### src/core/uart_irda_pkg.sv
// Purpose: shared constants for the infrared, auto-baud and interrupt flag block
// Assumes: AXI4-Lite register bus, 32-bit data, one register per word
// Notes: registers are 8 bits wide in the low lane except the 16-bit measure, upper bits read as zero
package uart_irda_pkg;
	// ===================================
	// register byte addresses
	localparam logic [7:0] OFS_IR_TX_CTRL = 8'h00;
	localparam logic [7:0] OFS_IR_RX_CTRL = 8'h04;
	localparam logic [7:0] OFS_AB_CTRL = 8'h08;
	localparam logic [7:0] OFS_SH_IE = 8'h0c;
	localparam logic [7:0] OFS_SH_IFG = 8'h10;
	localparam logic [7:0] OFS_CH1_IE = 8'h14;
	localparam logic [7:0] OFS_CH1_IFG = 8'h18;
	localparam logic [7:0] OFS_AB_MEAS = 8'h1c;
	// ===================================
	// field positions
	localparam int BIT_IR_EN = 0;
	localparam int BIT_IR_TXCLK = 1;
	localparam int BIT_IR_RXFE = 0;
	localparam int BIT_IR_RXPL = 1;
	localparam int LSB_FIELD6 = 2;
	localparam int BIT_AB_EN = 0;
	localparam int BIT_AB_BTOE = 2;
	localparam int BIT_AB_STOE = 3;
	localparam int LSB_AB_DELIM = 4;
	localparam int BIT_RX = 0;
	localparam int BIT_TX = 1;
	localparam int LSB_CH1_SPARE = 4;
	// ===================================
	// reset values
	localparam logic [7:0] RST_CTRL = 8'h00;
	localparam logic RST_TX_FLAG = 1'b1;
	localparam logic RST_RX_FLAG = 1'b0;
	localparam logic RST_IE = 1'b0;
	// ===================================
	// timing counts
	localparam logic [4:0] BREAK_MAX_BITS = 5'h16;
	localparam logic [6:0] FILTER_BASE = 7'h04;
	localparam logic [2:0] SYNCH_FALL_EDGES = 3'h5;
	localparam int MEAS_W = 16;
	// ===================================
	// bus responses
	localparam logic [1:0] RESP_OKAY = 2'h0;
	localparam logic [1:0] RESP_SLVERR = 2'h2;
endpackage
### src/core/autobaud_timer.sv
// Purpose: break and synch field measurement for automatic baud detection
// Assumes: bit_tick marks bit times, baud_tick marks source clock periods
// Notes: synch length is counted over eight bit times, start edge to fifth fall
`timescale 1ns/100ps
`default_nettype none
module autobaud_timer (
	// clock and reset
	input wire logic aclk,
	input wire logic aresetn,
	// control
	input wire logic enable,
	input wire logic [1:0] delim_length,
	input wire logic bit_tick,
	input wire logic baud_tick,
	input wire logic rx,
	// results
	output logic break_timeout,
	output logic synch_timeout,
	output logic done,
	output logic [uart_irda_pkg::MEAS_W-1:0] measure
);
	import uart_irda_pkg::*;
	typedef enum logic [2:0] {AB_IDLE, AB_BREAK, AB_WAIT_HIGH, AB_DELIM, AB_SYNCH} ab_state_e;
	ab_state_e state;
	ab_state_e next_state;
	logic [MEAS_W-1:0] count;
	logic [MEAS_W-1:0] next_count;
	logic [2:0] edges;
	logic [2:0] next_edges;
	logic rx_d;
	logic fall;
	logic next_break_timeout;
	logic next_synch_timeout;
	logic next_done;
	logic [MEAS_W-1:0] next_measure;

	// ===================================
	// measurement sequence
	always_comb begin
		fall = rx_d & ~rx;
		next_state = state;
		next_count = count;
		next_edges = edges;
		next_break_timeout = 1'b0;
		next_synch_timeout = 1'b0;
		next_done = 1'b0;
		next_measure = measure;
		case (state)
			AB_IDLE: begin
				next_count = '0;
				if (enable && fall) begin
					next_state = AB_BREAK;
				end
			end
			AB_BREAK: begin
				if (rx) begin
					next_state = AB_DELIM;
					next_count = '0;
				end else if (bit_tick) begin
					next_count = count + 16'h0001;
					if (count >= {11'h000, BREAK_MAX_BITS}) begin
						next_break_timeout = 1'b1;
						next_state = AB_WAIT_HIGH;
					end
				end
			end
			AB_WAIT_HIGH: begin
				if (rx) begin
					next_state = AB_IDLE;
				end
			end
			AB_DELIM: begin
				if (fall) begin
					// delimiter too short means this was no break
					next_state = (count > {14'h0000, delim_length}) ? AB_SYNCH : AB_IDLE;
					next_count = '0;
					next_edges = 3'h1;
				end else if (bit_tick && count != 16'hffff) begin
					next_count = count + 16'h0001;
				end
			end
			AB_SYNCH: begin
				if (fall && edges == SYNCH_FALL_EDGES - 3'h1) begin
					next_done = 1'b1;
					// the closing tick belongs to the field, so 8 bit times of 1 tick read 8
					next_measure = count + {15'h0000, baud_tick};
					next_state = AB_IDLE;
				end else begin
					if (fall) begin
						next_edges = edges + 3'h1;
					end
					if (baud_tick) begin
						if (count == 16'hffff) begin
							next_synch_timeout = 1'b1;
							next_state = AB_WAIT_HIGH;
						end else begin
							next_count = count + 16'h0001;
						end
					end
				end
			end
			default: next_state = AB_IDLE;
		endcase
		if (!enable) begin
			next_state = AB_IDLE;
		end
	end

	always_ff @(posedge aclk) begin
		if (!aresetn) begin
			state <= AB_IDLE;
			count <= '0;
			edges <= 3'h0;
			rx_d <= 1'b1;
			break_timeout <= 1'b0;
			synch_timeout <= 1'b0;
			done <= 1'b0;
			measure <= '0;
		end else begin
			state <= next_state;
			count <= next_count;
			edges <= next_edges;
			rx_d <= rx;
			break_timeout <= next_break_timeout;
			synch_timeout <= next_synch_timeout;
			done <= next_done;
			measure <= next_measure;
		end
	end
endmodule // autobaud_timer
`default_nettype wire

### src/core/ir_rx_filter.sv
// Purpose: infrared receive polarity and pulse length filter
// Assumes: half_tick pulses once for every edge of the baud source clock
// Notes: an accepted pulse is reported late by its minimum length
`timescale 1ns/100ps
`default_nettype none
module ir_rx_filter (
	// clock and reset
	input wire logic aclk,
	input wire logic aresetn,
	// settings
	input wire logic filter_enable,
	input wire logic polarity,
	input wire logic [5:0] filter_length,
	input wire logic half_tick,
	// line
	input wire logic rx_in,
	output logic light_out
);
	import uart_irda_pkg::*;
	logic [6:0] count;
	logic [6:0] next_count;
	logic next_light_out;
	logic light;

	// ===================================
	// filter
	always_comb begin
		light = polarity ? ~rx_in : rx_in;
		next_count = count;
		next_light_out = light_out;
		if (!filter_enable) begin
			next_count = 7'h00;
			next_light_out = light;
		end else if (!light) begin
			next_count = 7'h00;
			next_light_out = 1'b0;
		end else if (half_tick) begin
			// half periods of the source clock: (length + 4) / (2 f)
			if (count >= {1'b0, filter_length} + FILTER_BASE) begin
				next_light_out = 1'b1;
			end else begin
				next_count = count + 7'h01;
			end
		end
	end

	always_ff @(posedge aclk) begin
		if (!aresetn) begin
			count <= 7'h00;
			light_out <= 1'b0;
		end else begin
			count <= next_count;
			light_out <= next_light_out;
		end
	end
endmodule // ir_rx_filter
`default_nettype wire

### src/core/uart_irda_autobaud_irq.sv
// Purpose: infrared codec settings, auto-baud detection and channel interrupt flags
// Assumes: AXI4-Lite slave, 8-bit registers in byte lane 0 except the 16-bit measure, ticks are enables
// Notes: the buffers and shift registers live outside and report by pulses
//
// Chosen here: register access over AXI4-Lite and the placing of the registers.
`timescale 1ns/100ps
`default_nettype none
// Behaviour
// - Transmit pulse clock: source clock at 0, oversampled clock at 1 if oversampling.
// - Control bit 0 switches the infrared encoder and decoder on.
// - Receive filter minimum pulse is (length plus 4) source half periods.
// - Receive polarity 0 takes high pulses as light, 1 takes low pulses.
// - Receive control bit 0 enables the pulse filter, otherwise bypassed.
// - Delimiter field selects one to four bit times of delimiter.
// - Synch timeout flag sets when synch length overflows the counter.
// - Break timeout flag sets when break exceeds 22 bit times.
// - Auto-baud enable measures break and synch and updates baud rate.
// - Auto-baud bits 7-6 and 1 are reserved and read zero.
// - Channel 0 enables: bit 1 transmit, bit 0 receive, reset disabled.
// - Channel 0 transmit flag sets when its buffer empties, resets to 1.
// - Channel 0 receive flag sets on a complete character, resets to 0.
// - Shared enable and flag bits 7-2 are left alone by this block.
// - Channel 1 enables: bit 1 transmit, bit 0 receive, reset disabled.
// - Channel 1 transmit flag resets 1, receive flag resets 0, same events.
// - Channel 1 bits 7-4 are spare read/write, bits 3-2 not ours.
// - Reading the receive buffer clears receive flag, errors and address/idle.
// - Writing the transmit buffer clears transmit flag until data moves on.
// - Soft reset clears enables and receive flag and sets transmit flag.
module uart_irda_autobaud_irq (
	// clock and reset
	input wire logic aclk,
	input wire logic aresetn,
	// axi4-lite write address
	input wire logic [7:0] s_axi_awaddr,
	input wire logic s_axi_awvalid,
	output logic s_axi_awready,
	// axi4-lite write data
	input wire logic [31:0] s_axi_wdata,
	input wire logic [3:0] s_axi_wstrb,
	input wire logic s_axi_wvalid,
	output logic s_axi_wready,
	// axi4-lite write response
	output logic [1:0] s_axi_bresp,
	output logic s_axi_bvalid,
	input wire logic s_axi_bready,
	// axi4-lite read
	input wire logic [7:0] s_axi_araddr,
	input wire logic s_axi_arvalid,
	output logic s_axi_arready,
	output logic [31:0] s_axi_rdata,
	output logic [1:0] s_axi_rresp,
	output logic s_axi_rvalid,
	input wire logic s_axi_rready,
	// rate enables
	input wire logic baud_source_clock,
	input wire logic oversampled_bit_clock,
	input wire logic oversample_enable,
	input wire logic bit_tick,
	// line
	input wire logic serial_rx_input,
	output logic rx_decoded,
	output logic ir_tx_pulse_tick,
	output logic ir_codec_enable,
	output logic [5:0] ir_tx_pulse_length,
	// baud update
	output logic baud_update,
	output logic [uart_irda_pkg::MEAS_W-1:0] baud_measure,
	// channel 0 events
	input wire logic ch0_soft_reset,
	input wire logic ch0_tx_moved,
	input wire logic ch0_txbuf_write,
	input wire logic ch0_rx_char_done,
	input wire logic ch0_rxbuf_read,
	output logic ch0_rx_status_clear,
	output logic ch0_tx_irq,
	output logic ch0_rx_irq,
	// channel 1 events
	input wire logic ch1_soft_reset,
	input wire logic ch1_tx_moved,
	input wire logic ch1_txbuf_write,
	input wire logic ch1_rx_char_done,
	input wire logic ch1_rxbuf_read,
	output logic ch1_rx_status_clear,
	output logic ch1_tx_irq,
	output logic ch1_rx_irq
);
	import uart_irda_pkg::*;

	// ===================================
	// state
	logic [7:0] ir_tx_ctrl;
	logic [7:0] ir_rx_ctrl;
	logic [7:0] ab_ctrl;
	logic [1:0] ch0_ie;
	logic [1:0] ch0_ifg;
	logic [7:0] ch1_ie;
	logic [7:0] ch1_ifg;
	logic [7:0] next_ir_tx_ctrl;
	logic [7:0] next_ir_rx_ctrl;
	logic [7:0] next_ab_ctrl;
	logic [1:0] next_ch0_ie;
	logic [1:0] next_ch0_ifg;
	logic [7:0] next_ch1_ie;
	logic [7:0] next_ch1_ifg;
	logic [7:0] aw_addr;
	logic aw_full;
	logic [7:0] w_data;
	logic w_en;
	logic w_full;
	logic [7:0] next_aw_addr;
	logic next_aw_full;
	logic [7:0] next_w_data;
	logic next_w_en;
	logic next_w_full;
	logic next_awready;
	logic next_wready;
	logic [1:0] next_bresp;
	logic next_bvalid;
	logic next_arready;
	logic [31:0] next_rdata;
	logic [1:0] next_rresp;
	logic next_rvalid;
	logic do_write;
	logic light;
	logic ab_break_to;
	logic ab_synch_to;
	logic ab_done;
	logic [MEAS_W-1:0] ab_measure;
	logic next_rx_decoded;
	logic next_tx_tick;
	logic [MEAS_W-1:0] next_baud_measure;

	function automatic logic mapped(input logic [7:0] a);
		mapped = (a[1:0] == 2'h0) && (a <= OFS_AB_MEAS);
	endfunction

	function automatic logic [7:0] read_reg(input logic [7:0] a, input logic [7:0] tx, input logic [7:0] rx,
			input logic [7:0] ab, input logic [1:0] ie0, input logic [1:0] if0, input logic [7:0] ie1,
			input logic [7:0] if1);
		case (a)
			OFS_IR_TX_CTRL: read_reg = tx;
			OFS_IR_RX_CTRL: read_reg = rx;
			OFS_AB_CTRL: read_reg = ab;
			OFS_SH_IE: read_reg = {6'h00, ie0};
			OFS_SH_IFG: read_reg = {6'h00, if0};
			OFS_CH1_IE: read_reg = ie1;
			OFS_CH1_IFG: read_reg = if1;
			default: read_reg = 8'h00;
		endcase
	endfunction

	// flag update: soft reset wins first, then hardware set wins over buffer clear and write
	function automatic logic flag_next(input logic cur, input logic rst_val, input logic soft_rst,
			input logic set, input logic clr, input logic wr, input logic wbit);
		if (soft_rst) begin
			flag_next = rst_val;
		end else if (set) begin
			flag_next = 1'b1;
		end else if (clr) begin
			flag_next = 1'b0;
		end else if (wr) begin
			flag_next = wbit;
		end else begin
			flag_next = cur;
		end
	endfunction

	// ===================================
	// receive path and auto-baud
	ir_rx_filter u_filter (
		.aclk(aclk),
		.aresetn(aresetn),
		.filter_enable(ir_rx_ctrl[BIT_IR_RXFE]),
		.polarity(ir_rx_ctrl[BIT_IR_RXPL]),
		.filter_length(ir_rx_ctrl[LSB_FIELD6+:6]),
		.half_tick(baud_source_clock),
		.rx_in(serial_rx_input),
		.light_out(light)
	);

	autobaud_timer u_autobaud (
		.aclk(aclk),
		.aresetn(aresetn),
		.enable(ab_ctrl[BIT_AB_EN]),
		.delim_length(ab_ctrl[LSB_AB_DELIM+:2]),
		.bit_tick(bit_tick),
		.baud_tick(baud_source_clock),
		.rx(rx_decoded),
		.break_timeout(ab_break_to),
		.synch_timeout(ab_synch_to),
		.done(ab_done),
		.measure(ab_measure)
	);

	// ===================================
	// axi4-lite slave
	always_comb begin
		next_aw_addr = aw_addr;
		next_aw_full = aw_full;
		next_w_data = w_data;
		next_w_en = w_en;
		next_w_full = w_full;
		next_bresp = s_axi_bresp;
		next_bvalid = s_axi_bvalid;
		next_rdata = s_axi_rdata;
		next_rresp = s_axi_rresp;
		next_rvalid = s_axi_rvalid;
		next_arready = s_axi_arready;
		// address and data are taken in either order, then joined
		if (s_axi_awvalid && s_axi_awready) begin
			next_aw_addr = s_axi_awaddr;
			next_aw_full = 1'b1;
		end
		if (s_axi_wvalid && s_axi_wready) begin
			next_w_data = s_axi_wdata[7:0];
			next_w_en = s_axi_wstrb[0];
			next_w_full = 1'b1;
		end
		do_write = aw_full && w_full && !s_axi_bvalid;
		if (do_write) begin
			next_aw_full = 1'b0;
			next_w_full = 1'b0;
			next_bvalid = 1'b1;
			next_bresp = mapped(aw_addr) ? RESP_OKAY : RESP_SLVERR;
		end else if (s_axi_bvalid && s_axi_bready) begin
			next_bvalid = 1'b0;
		end
		next_awready = !next_aw_full && !next_bvalid;
		next_wready = !next_w_full && !next_bvalid;
		if (s_axi_arvalid && s_axi_arready) begin
			next_arready = 1'b0;
			next_rvalid = 1'b1;
			next_rresp = mapped(s_axi_araddr) ? RESP_OKAY : RESP_SLVERR;
			if (s_axi_araddr == OFS_AB_MEAS) begin
				next_rdata = {{(32 - MEAS_W){1'b0}}, baud_measure};
			end else begin
				next_rdata = {24'h000000, read_reg(s_axi_araddr, ir_tx_ctrl, ir_rx_ctrl, ab_ctrl, ch0_ie, ch0_ifg,
					ch1_ie, ch1_ifg)};
			end
		end else if (s_axi_rvalid && s_axi_rready) begin
			next_rvalid = 1'b0;
			next_arready = 1'b1;
		end
	end

	always_ff @(posedge aclk) begin
		if (!aresetn) begin
			aw_addr <= 8'h00;
			aw_full <= 1'b0;
			w_data <= 8'h00;
			w_en <= 1'b0;
			w_full <= 1'b0;
			s_axi_awready <= 1'b1;
			s_axi_wready <= 1'b1;
			s_axi_bresp <= RESP_OKAY;
			s_axi_bvalid <= 1'b0;
			s_axi_arready <= 1'b1;
			s_axi_rdata <= 32'h00000000;
			s_axi_rresp <= RESP_OKAY;
			s_axi_rvalid <= 1'b0;
		end else begin
			aw_addr <= next_aw_addr;
			aw_full <= next_aw_full;
			w_data <= next_w_data;
			w_en <= next_w_en;
			w_full <= next_w_full;
			s_axi_awready <= next_awready;
			s_axi_wready <= next_wready;
			s_axi_bresp <= next_bresp;
			s_axi_bvalid <= next_bvalid;
			s_axi_arready <= next_arready;
			s_axi_rdata <= next_rdata;
			s_axi_rresp <= next_rresp;
			s_axi_rvalid <= next_rvalid;
		end
	end

	// ===================================
	// registers, flags and line outputs
	always_comb begin
		logic wr_ok;
		wr_ok = do_write && w_en;
		next_ir_tx_ctrl = ir_tx_ctrl;
		next_ir_rx_ctrl = ir_rx_ctrl;
		next_ab_ctrl = ab_ctrl;
		next_ch0_ie = ch0_ie;
		next_ch1_ie = ch1_ie;
		if (wr_ok && aw_addr == OFS_IR_TX_CTRL) begin
			next_ir_tx_ctrl = w_data;
		end
		if (wr_ok && aw_addr == OFS_IR_RX_CTRL) begin
			next_ir_rx_ctrl = w_data;
		end
		if (wr_ok && aw_addr == OFS_AB_CTRL) begin
			next_ab_ctrl = w_data & 8'h3d;
		end
		// hardware timeouts win over a software write in the same cycle
		if (ab_break_to) begin
			next_ab_ctrl[BIT_AB_BTOE] = 1'b1;
		end
		if (ab_synch_to) begin
			next_ab_ctrl[BIT_AB_STOE] = 1'b1;
		end
		if (wr_ok && aw_addr == OFS_SH_IE) begin
			next_ch0_ie = w_data[1:0];
		end
		if (ch0_soft_reset) begin
			next_ch0_ie = {RST_IE, RST_IE};
		end
		if (wr_ok && aw_addr == OFS_CH1_IE) begin
			next_ch1_ie = {w_data[7:LSB_CH1_SPARE], 2'h0, w_data[1:0]};
		end
		if (ch1_soft_reset) begin
			next_ch1_ie[1:0] = {RST_IE, RST_IE};
		end
		next_ch0_ifg[BIT_TX] = flag_next(ch0_ifg[BIT_TX], RST_TX_FLAG, ch0_soft_reset, ch0_tx_moved,
			ch0_txbuf_write, wr_ok && aw_addr == OFS_SH_IFG, w_data[BIT_TX]);
		next_ch0_ifg[BIT_RX] = flag_next(ch0_ifg[BIT_RX], RST_RX_FLAG, ch0_soft_reset, ch0_rx_char_done,
			ch0_rxbuf_read, wr_ok && aw_addr == OFS_SH_IFG, w_data[BIT_RX]);
		next_ch1_ifg = ch1_ifg;
		if (wr_ok && aw_addr == OFS_CH1_IFG) begin
			next_ch1_ifg[7:LSB_CH1_SPARE] = w_data[7:LSB_CH1_SPARE];
		end
		next_ch1_ifg[BIT_TX] = flag_next(ch1_ifg[BIT_TX], RST_TX_FLAG, ch1_soft_reset, ch1_tx_moved,
			ch1_txbuf_write, wr_ok && aw_addr == OFS_CH1_IFG, w_data[BIT_TX]);
		next_ch1_ifg[BIT_RX] = flag_next(ch1_ifg[BIT_RX], RST_RX_FLAG, ch1_soft_reset, ch1_rx_char_done,
			ch1_rxbuf_read, wr_ok && aw_addr == OFS_CH1_IFG, w_data[BIT_RX]);
		// a light pulse decodes to a zero bit; codec off passes the line through
		next_rx_decoded = ir_tx_ctrl[BIT_IR_EN] ? ~light : serial_rx_input;
		next_tx_tick = (ir_tx_ctrl[BIT_IR_TXCLK] && oversample_enable) ? oversampled_bit_clock
			: baud_source_clock;
		next_baud_measure = ab_done ? ab_measure : baud_measure;
	end

	always_ff @(posedge aclk) begin
		if (!aresetn) begin
			ir_tx_ctrl <= RST_CTRL;
			ir_rx_ctrl <= RST_CTRL;
			ab_ctrl <= RST_CTRL;
			ch0_ie <= {RST_IE, RST_IE};
			ch0_ifg <= {RST_TX_FLAG, RST_RX_FLAG};
			ch1_ie <= RST_CTRL;
			ch1_ifg <= {6'h00, RST_TX_FLAG, RST_RX_FLAG};
			rx_decoded <= 1'b1;
			ir_tx_pulse_tick <= 1'b0;
			ir_codec_enable <= 1'b0;
			ir_tx_pulse_length <= 6'h00;
			baud_update <= 1'b0;
			baud_measure <= '0;
			ch0_rx_status_clear <= 1'b0;
			ch1_rx_status_clear <= 1'b0;
			ch0_tx_irq <= 1'b0;
			ch0_rx_irq <= 1'b0;
			ch1_tx_irq <= 1'b0;
			ch1_rx_irq <= 1'b0;
		end else begin
			ir_tx_ctrl <= next_ir_tx_ctrl;
			ir_rx_ctrl <= next_ir_rx_ctrl;
			ab_ctrl <= next_ab_ctrl;
			ch0_ie <= next_ch0_ie;
			ch0_ifg <= next_ch0_ifg;
			ch1_ie <= next_ch1_ie;
			ch1_ifg <= next_ch1_ifg;
			rx_decoded <= next_rx_decoded;
			ir_tx_pulse_tick <= next_tx_tick;
			ir_codec_enable <= next_ir_tx_ctrl[BIT_IR_EN];
			ir_tx_pulse_length <= next_ir_tx_ctrl[LSB_FIELD6+:6];
			baud_update <= ab_done;
			baud_measure <= next_baud_measure;
			ch0_rx_status_clear <= ch0_rxbuf_read;
			ch1_rx_status_clear <= ch1_rxbuf_read;
			// requests follow the next flag and enable values, so no cycle of lag
			ch0_tx_irq <= next_ch0_ifg[BIT_TX] & next_ch0_ie[BIT_TX];
			ch0_rx_irq <= next_ch0_ifg[BIT_RX] & next_ch0_ie[BIT_RX];
			ch1_tx_irq <= next_ch1_ifg[BIT_TX] & next_ch1_ie[BIT_TX];
			ch1_rx_irq <= next_ch1_ifg[BIT_RX] & next_ch1_ie[BIT_RX];
		end
	end
endmodule // uart_irda_autobaud_irq
`default_nettype wire

### config.mk
export PLATFORM = sky130hd
export DESIGN_NAME = uart_irda_autobaud_irq
export DESIGN_NICKNAME = d
export VERILOG_FILES = /design/src/core/uart_irda_pkg.sv /design/src/core/autobaud_timer.sv /design/src/core/ir_rx_filter.sv /design/src/core/uart_irda_autobaud_irq.sv
export SDC_FILE = /design/constraint.sdc
export NUM_CORES = 1
export LEC_CHECK = 0
export ABC_AREA = 1
export BUFFER_PORTS_ARGS = -buffer_cell sky130_fd_sc_hd__buf_2
export CAP_MARGIN = 20
export CORE_AREA = 2 2 136 138
export CTS_BUF_LIST = sky130_fd_sc_hd__clkbuf_4
export DETAILED_ROUTE_END_ITERATION = 10
export DIE_AREA = 0 0 138 140
export MAX_ROUTING_LAYER = met4
export PLACE_DENSITY_LB_ADDON = 0.1
export SYNTH_ARGS = -nofsm -noshare
export SYNTH_HDL_FRONTEND = slang
export SYNTH_HIERARCHICAL = 1
export SYNTH_SLANG_ARGS = --single-unit
export TNS_END_PERCENT = 5
### constraint.sdc
create_clock -name aclk -period 2.1 [get_ports aclk]
set_clock_uncertainty 0.2 [all_clocks]
set_input_delay 0.315 -clock aclk [delete_from_list [all_inputs] [get_ports aclk]]
set_output_delay 0.315 -clock aclk [all_outputs]
set_load 0.01 [all_outputs]
Yosys cells after proc, flatten, opt, wreduce, memory -nomap -nowiden
Index checks and enable logic that the tools add are counted.

Register bits: 179. Output and inout bits: 73.

Add/sub/neg operators: 5. $lt $le $gt $ge: 5. Equality and inequality tests: 34. Muxes and demuxes: 71. Bitwise operators: 14. Reduce and logical (&&, ||, !) cells: 48.

Operators by type and width (count): 16-bit 2-to-1 mux (8); 16-bit one-hot mux with 4 select lines (1); 8-bit by 5-bit equality test with 1-bit output (second input constant) (7); 8-bit one-hot mux with 7 select lines (1); 3-bit 2-to-1 mux (13); 1-bit 2-to-1 mux (38); 8-bit by 4-bit equality test with 1-bit output (second input constant) (4); 1-bit logical AND (23); 16-bit by 1-bit adder with 16-bit output (1); 16-bit by 1-bit adder with 16-bit output (second input constant) (1); 16-bit equality test (second input constant) (1); 8-bit by 3-bit equality test with 1-bit output (second input constant) (2); 16-bit by 5-bit >= comparator with 1-bit output (second input constant) (1); 16-bit by 2-bit > comparator with 1-bit output (1); 8-bit by 5-bit less-or-equal comparator with 1-bit output (second input constant) (2); 8-bit logical NOT (2); 16-bit != test (second input constant) (1); 3-bit one-hot mux with 5 select lines (1); 2-bit 2-to-1 mux (6); 2-bit AND reduction (5); 3-bit != test (second input constant) (3); 1-bit NOT (9); 8-bit 2-to-1 mux (1); 2-bit != test (second input constant) (4); 23 further kinds (41).

Depth between registers and ports, before layout
Depth after elaboration: 9. Mapped depth: 13. Depth with buffers taken out: 12.

By module
Netlist, hierarchy kept.

Modules (own cells, without submodules): uart_irda_autobaud_irq (instances 1, cells an instance 618, area an instance 4469.3 µm², sequential area each 2082.0 µm²); autobaud_timer (instances 1, cells an instance 409, area an instance 2711.4 µm², sequential area each 840.8 µm²); ir_rx_filter (instances 1, cells an instance 100, area an instance 696.9 µm², sequential area each 160.2 µm²).

Worst setup path before layout
Ideal clock, no wire load.

Path type: register to register. Start point: reg u_autobaud.count[1]. End point: reg u_autobaud.count[0]. Library setup time: 115 ps. Data arrival time: 1575 ps. Slack: 210 ps. Cell stages (with the launch flop): 12. Path through: dfxtp_1 ha_1 nand2_1 nor2_1 nand2_1 o21ai_2 nand2_1 nand2_1 nor2_2 buf_6 o21ai_1 nor2_1.

Cells in the longest elaborated chain, start to end: 4. Elaborated cells on any way between the ends: 6. Classes of those cells: eq/ne (4); reduce/logical (2).

RTL lines: from (decl) (line autobaud_timer.sv:26) `logic [MEAS_W-1:0] count;`; from (signal assigned) (line autobaud_timer.sv:121) `count <= next_count;`; 16-bit != test (line autobaud_timer.sv:78) `end else if (bit_tick && count != 16'hffff) begin`; 1-bit logical AND (line autobaud_timer.sv:78); 3-bit by 1-bit != test with 1-bit output (no source line); 6-bit AND reduction (no source line) (*).

Every way passes the cells marked *; elsewhere a longest branch is shown, timed or not. A chain may end at the register's enable or synchronous reset.

Final worst setup path
Start point: in ch1_soft_reset. End point: reg ch1_ifg[1].

Cells in the longest elaborated chain, start to end: 1.

RTL lines: from (decl) (line uart_irda_autobaud_irq.sv:78) `input wire logic ch1_soft_reset,`; 1-bit 2-to-1 mux (line uart_irda_autobaud_irq.sv:155) `if (soft_rst) begin`; to (signal assigned) (line uart_irda_autobaud_irq.sv:343) `ch1_ifg <= {6'h00, RST_TX_FLAG, RST_RX_FLAG};`; to (signal assigned) (line uart_irda_autobaud_irq.sv:363) `ch1_ifg <= next_ch1_ifg;`; to (decl) (line uart_irda_autobaud_irq.sv:97) `logic [7:0] ch1_ifg;`.

No other way between the ends.

==> metrics.txt <==
Worst-Skew Late Latency 0.58 ns; IO buf count 101; CP max stage delay approximately 0.59 ns; Setup Viol. Count Final 0; Max Cap Violations 0; post-route DRC violation count 0; Routed Antenna Nets 0; Pwr Density approximately 570 mW/mm2; crit-path max FO 2; worst ir drop on vdd around 340 uV; Worst setup EP type register; startpoint types input pin; slew margin rel. 52.6%; total die area roughly 0.019 mm2; Total Routing Usage GR between 20% and 30%; HPWL Detailed around 16000 um; cell taking the most area after synthesis dfxtp_1; crit-path most repeated cell dlygate4sd3_1; max-slew violations 0; LEAKAGE ~4.5 nW; clock sink count around 150; Slew @ Worst Pin between 0.7 and 0.8 ns; leading cell types by total area after synthesis dfxtp_1 (39%), nand2_1 (9.2%), nor2_1 (7.6%), inv_1 (6.5%), o21ai_0 (6.5%); Die Y between 100 and 150 um; crit path kind input pin to register; DP Worst Slack -0.0533 ns; Layout area overhead 21.2%; CTS tree built; post-CTS setup buffers 0; ys async rst share 0%; Final GP Congestion approximately 0.9; row count 49; Syn. warnings 6; CTS root buf clkbuf_4; 1st-iter DRT viols between 400 and 500; status complete, no violations; post-synthesis sequential element count between 150 and 200; setup ws final 0.0386 ns; vias in the first global route between 7000 and 8000; num ports approximately 150; Wirelength per Cell between 10 and 15 um; share of the synthesized area in the top cell type between 30% and 40%; placed insts between 1000 and 1500; period utilization ~98%; largest net degree at the start of global routing 52; TritonRoute pass-1 iters 5; via count 7689; Num CTS Buffers 17; grt ovf 0; final non-filler cell total ~1500; smallest hold slack roughly 0.047 ns; Worst EP required approximately 2.4 ns; layout cell share with drive strength beyond 1 18.9%; Post-synth EDFFs 0; Post-Syn Area 0.00788 mm2; Die X-Extent between 100 and 150 um; H-Tree Level Count 4; Hold Crit Class input pin to register; initial antenna violation count 1; crit path time final 2.06 ns; Synth Flop Type dfxtp_1; Avg Vias per Cell ~5.0; Fmax about 0.49 GHz; first-pass GRT wire length between 30000 and 40000 um; final core occ a little over half; Core Box Area approximately 0.018 mm2; Seq/Total Area, Yosys about 39%; RSZ-0062 raised after global routing yes; clock transition at the registers of the reported paths between 0.1 and 0.15 ns; Starting Density between 40% and 50%; Avg Synthesized Cell Area between 6 and 7 um2; Final Hold Viols 0; CP max stage cell dlygate4sd3_1; CTS Buffer Depth 2; synth unique cells 46; wirelength, routed 21700 um; Syn Inst Count about 1100; Worst Path Arrival between 2 and 2.5 ns; CP cell instances dlygate4sd3_1, buf_2, nor2_1, dlygate4sd3_1, nand3_1, dlygate4sd3_1; Final nets approximately 1400
==> stage by stage <==
step	power (W)	area (um2)	setup TNS [ns]
floorplan	0.00343	7940	0
global placement	0.00360	8720	-0.253
detailed placement	0.00360	8720	-0.492
CTS	0.00552	9480	0
global route	0.00572	9550	-0.0512
finish	0.00548	9550	0
==> registers in the layout (all words and copies together) (netlist names), 2 cells and up <==
signal and count:
ch1_ie 6, s_axi_rdata 16, u_autobaud/count 16, u_filter/count 7, ch1_ifg 6, u_autobaud/measure 16, aw_addr 8, ir_tx_pulse_length 6
ab_ctrl 5, u_autobaud/edges 3, u_autobaud/state 3, baud_measure 16, ch0_ifg 2, ch0_ie 2, ir_tx_ctrl 2, ir_rx_ctrl 8
w_data 8
==> synthesized netlist by cell type (2+ instances only) <==
cell type	instances
clkinv_1	3
xnor2_1	2
nor3_1	16
nor2_4	4
nor2_2	7
dfxtp_1	154
a21oi_4	2
buf_6	2
nand3_1	95
o21ai_2	2
nand2_2	8
nand3_2	2
o21ai_0	102
inv_2	8
clkbuf_1	19
a41oi_1	2
buf_2	9
a21oi_2	9
nand2_1	194
nand3b_1	3
nor2_1	159
ha_1	17
buf_1	2
o21bai_1	3
o211ai_1	3
o221ai_1	5
nand2_4	5
nand4_1	31
xor2_1	16
a21oi_1	67
inv_1	137
buf_4	25
==> per-layer routing <==
metal	track usage, %	routed length (um)	share of wire [%]
met5	-	0	0
met4	6.93	399	1.8
met3	3.66	991	4.6
met2	37.7	10200	47
met1	29.9	10100	46
==> final timing paths <==
path         slack [ns]            start  cells past startpoint             endpoint
max                0.04   ch1_soft_reset                      6           ch1_ifg[1]
max reg2reg        0.10    ir_tx_ctrl[1]                      4     ir_tx_pulse_tick
min reg2reg        0.27  baud_measure[6]                      2      baud_measure[6]
min                0.05          aresetn                      4  ch1_rx_status_clear
==> worst max-delay path, delay by kind of cell <==
kind / cells / cell delay (ns)
buffers and inverters: 4 / 1.82
and+or+nand+nor: 2 / 0.22
==> logic make-up after synthesis <==
kind of cell,share of synthesized area (%)
flops,39.1
simple gates,30.5
other cells,0.0476
compound gates,14.3
fa+ha+maj,2.70
xor+xnor,2.00
buf+inv,11.3
==> area by class of cell <==
cell class | count | area, um2
Inverter | 148 | 563
Tap cell | 229 | 287
Multi-Input combinational cell | 786 | 4030
Antenna cell | 1 | 2.50
Fill cell | 1829 | 8230
Sequential cell | 154 | 3090
Timing Repair Buffer | 189 | 1300
Clock buffer | 21 | 158
Clock inverter | 11 | 123
==> repair_timing <==
item | in CTS | in global routing
pin swaps | 1 | 5
gates resized for setup | 2 | 21
hold buffers | 47 | 0
cloned | 0 | 1
setup endpoints to repair | 19 | 38
hold endpoints to repair | 42 | 0
==> placed cells by master, fill, tap and decap left out, types with 40 or more instances in the layout <==
master and n:
nand2_1 192, buf_2 101, buf_4 40, dfxtp_1 148
nand3_1 93, a21oi_1 66, o21ai_0 101, dlygate4sd3_1 47
inv_1 135, nor2_1 157
==> where the power goes <==
| group | switching, W | total, W | internal [W] | leakage, nW |
|---|---|---|---|---|
| logic | 0.000328 | 0.000545 | 0.000218 | 3.08 |
| clock network | 0.00111 | 0.00186 | 0.000756 | 0.146 |
| registers | 0.0000730 | 0.00307 | 0.00300 | 1.25 |
Power figures use the tool's default switching activity.
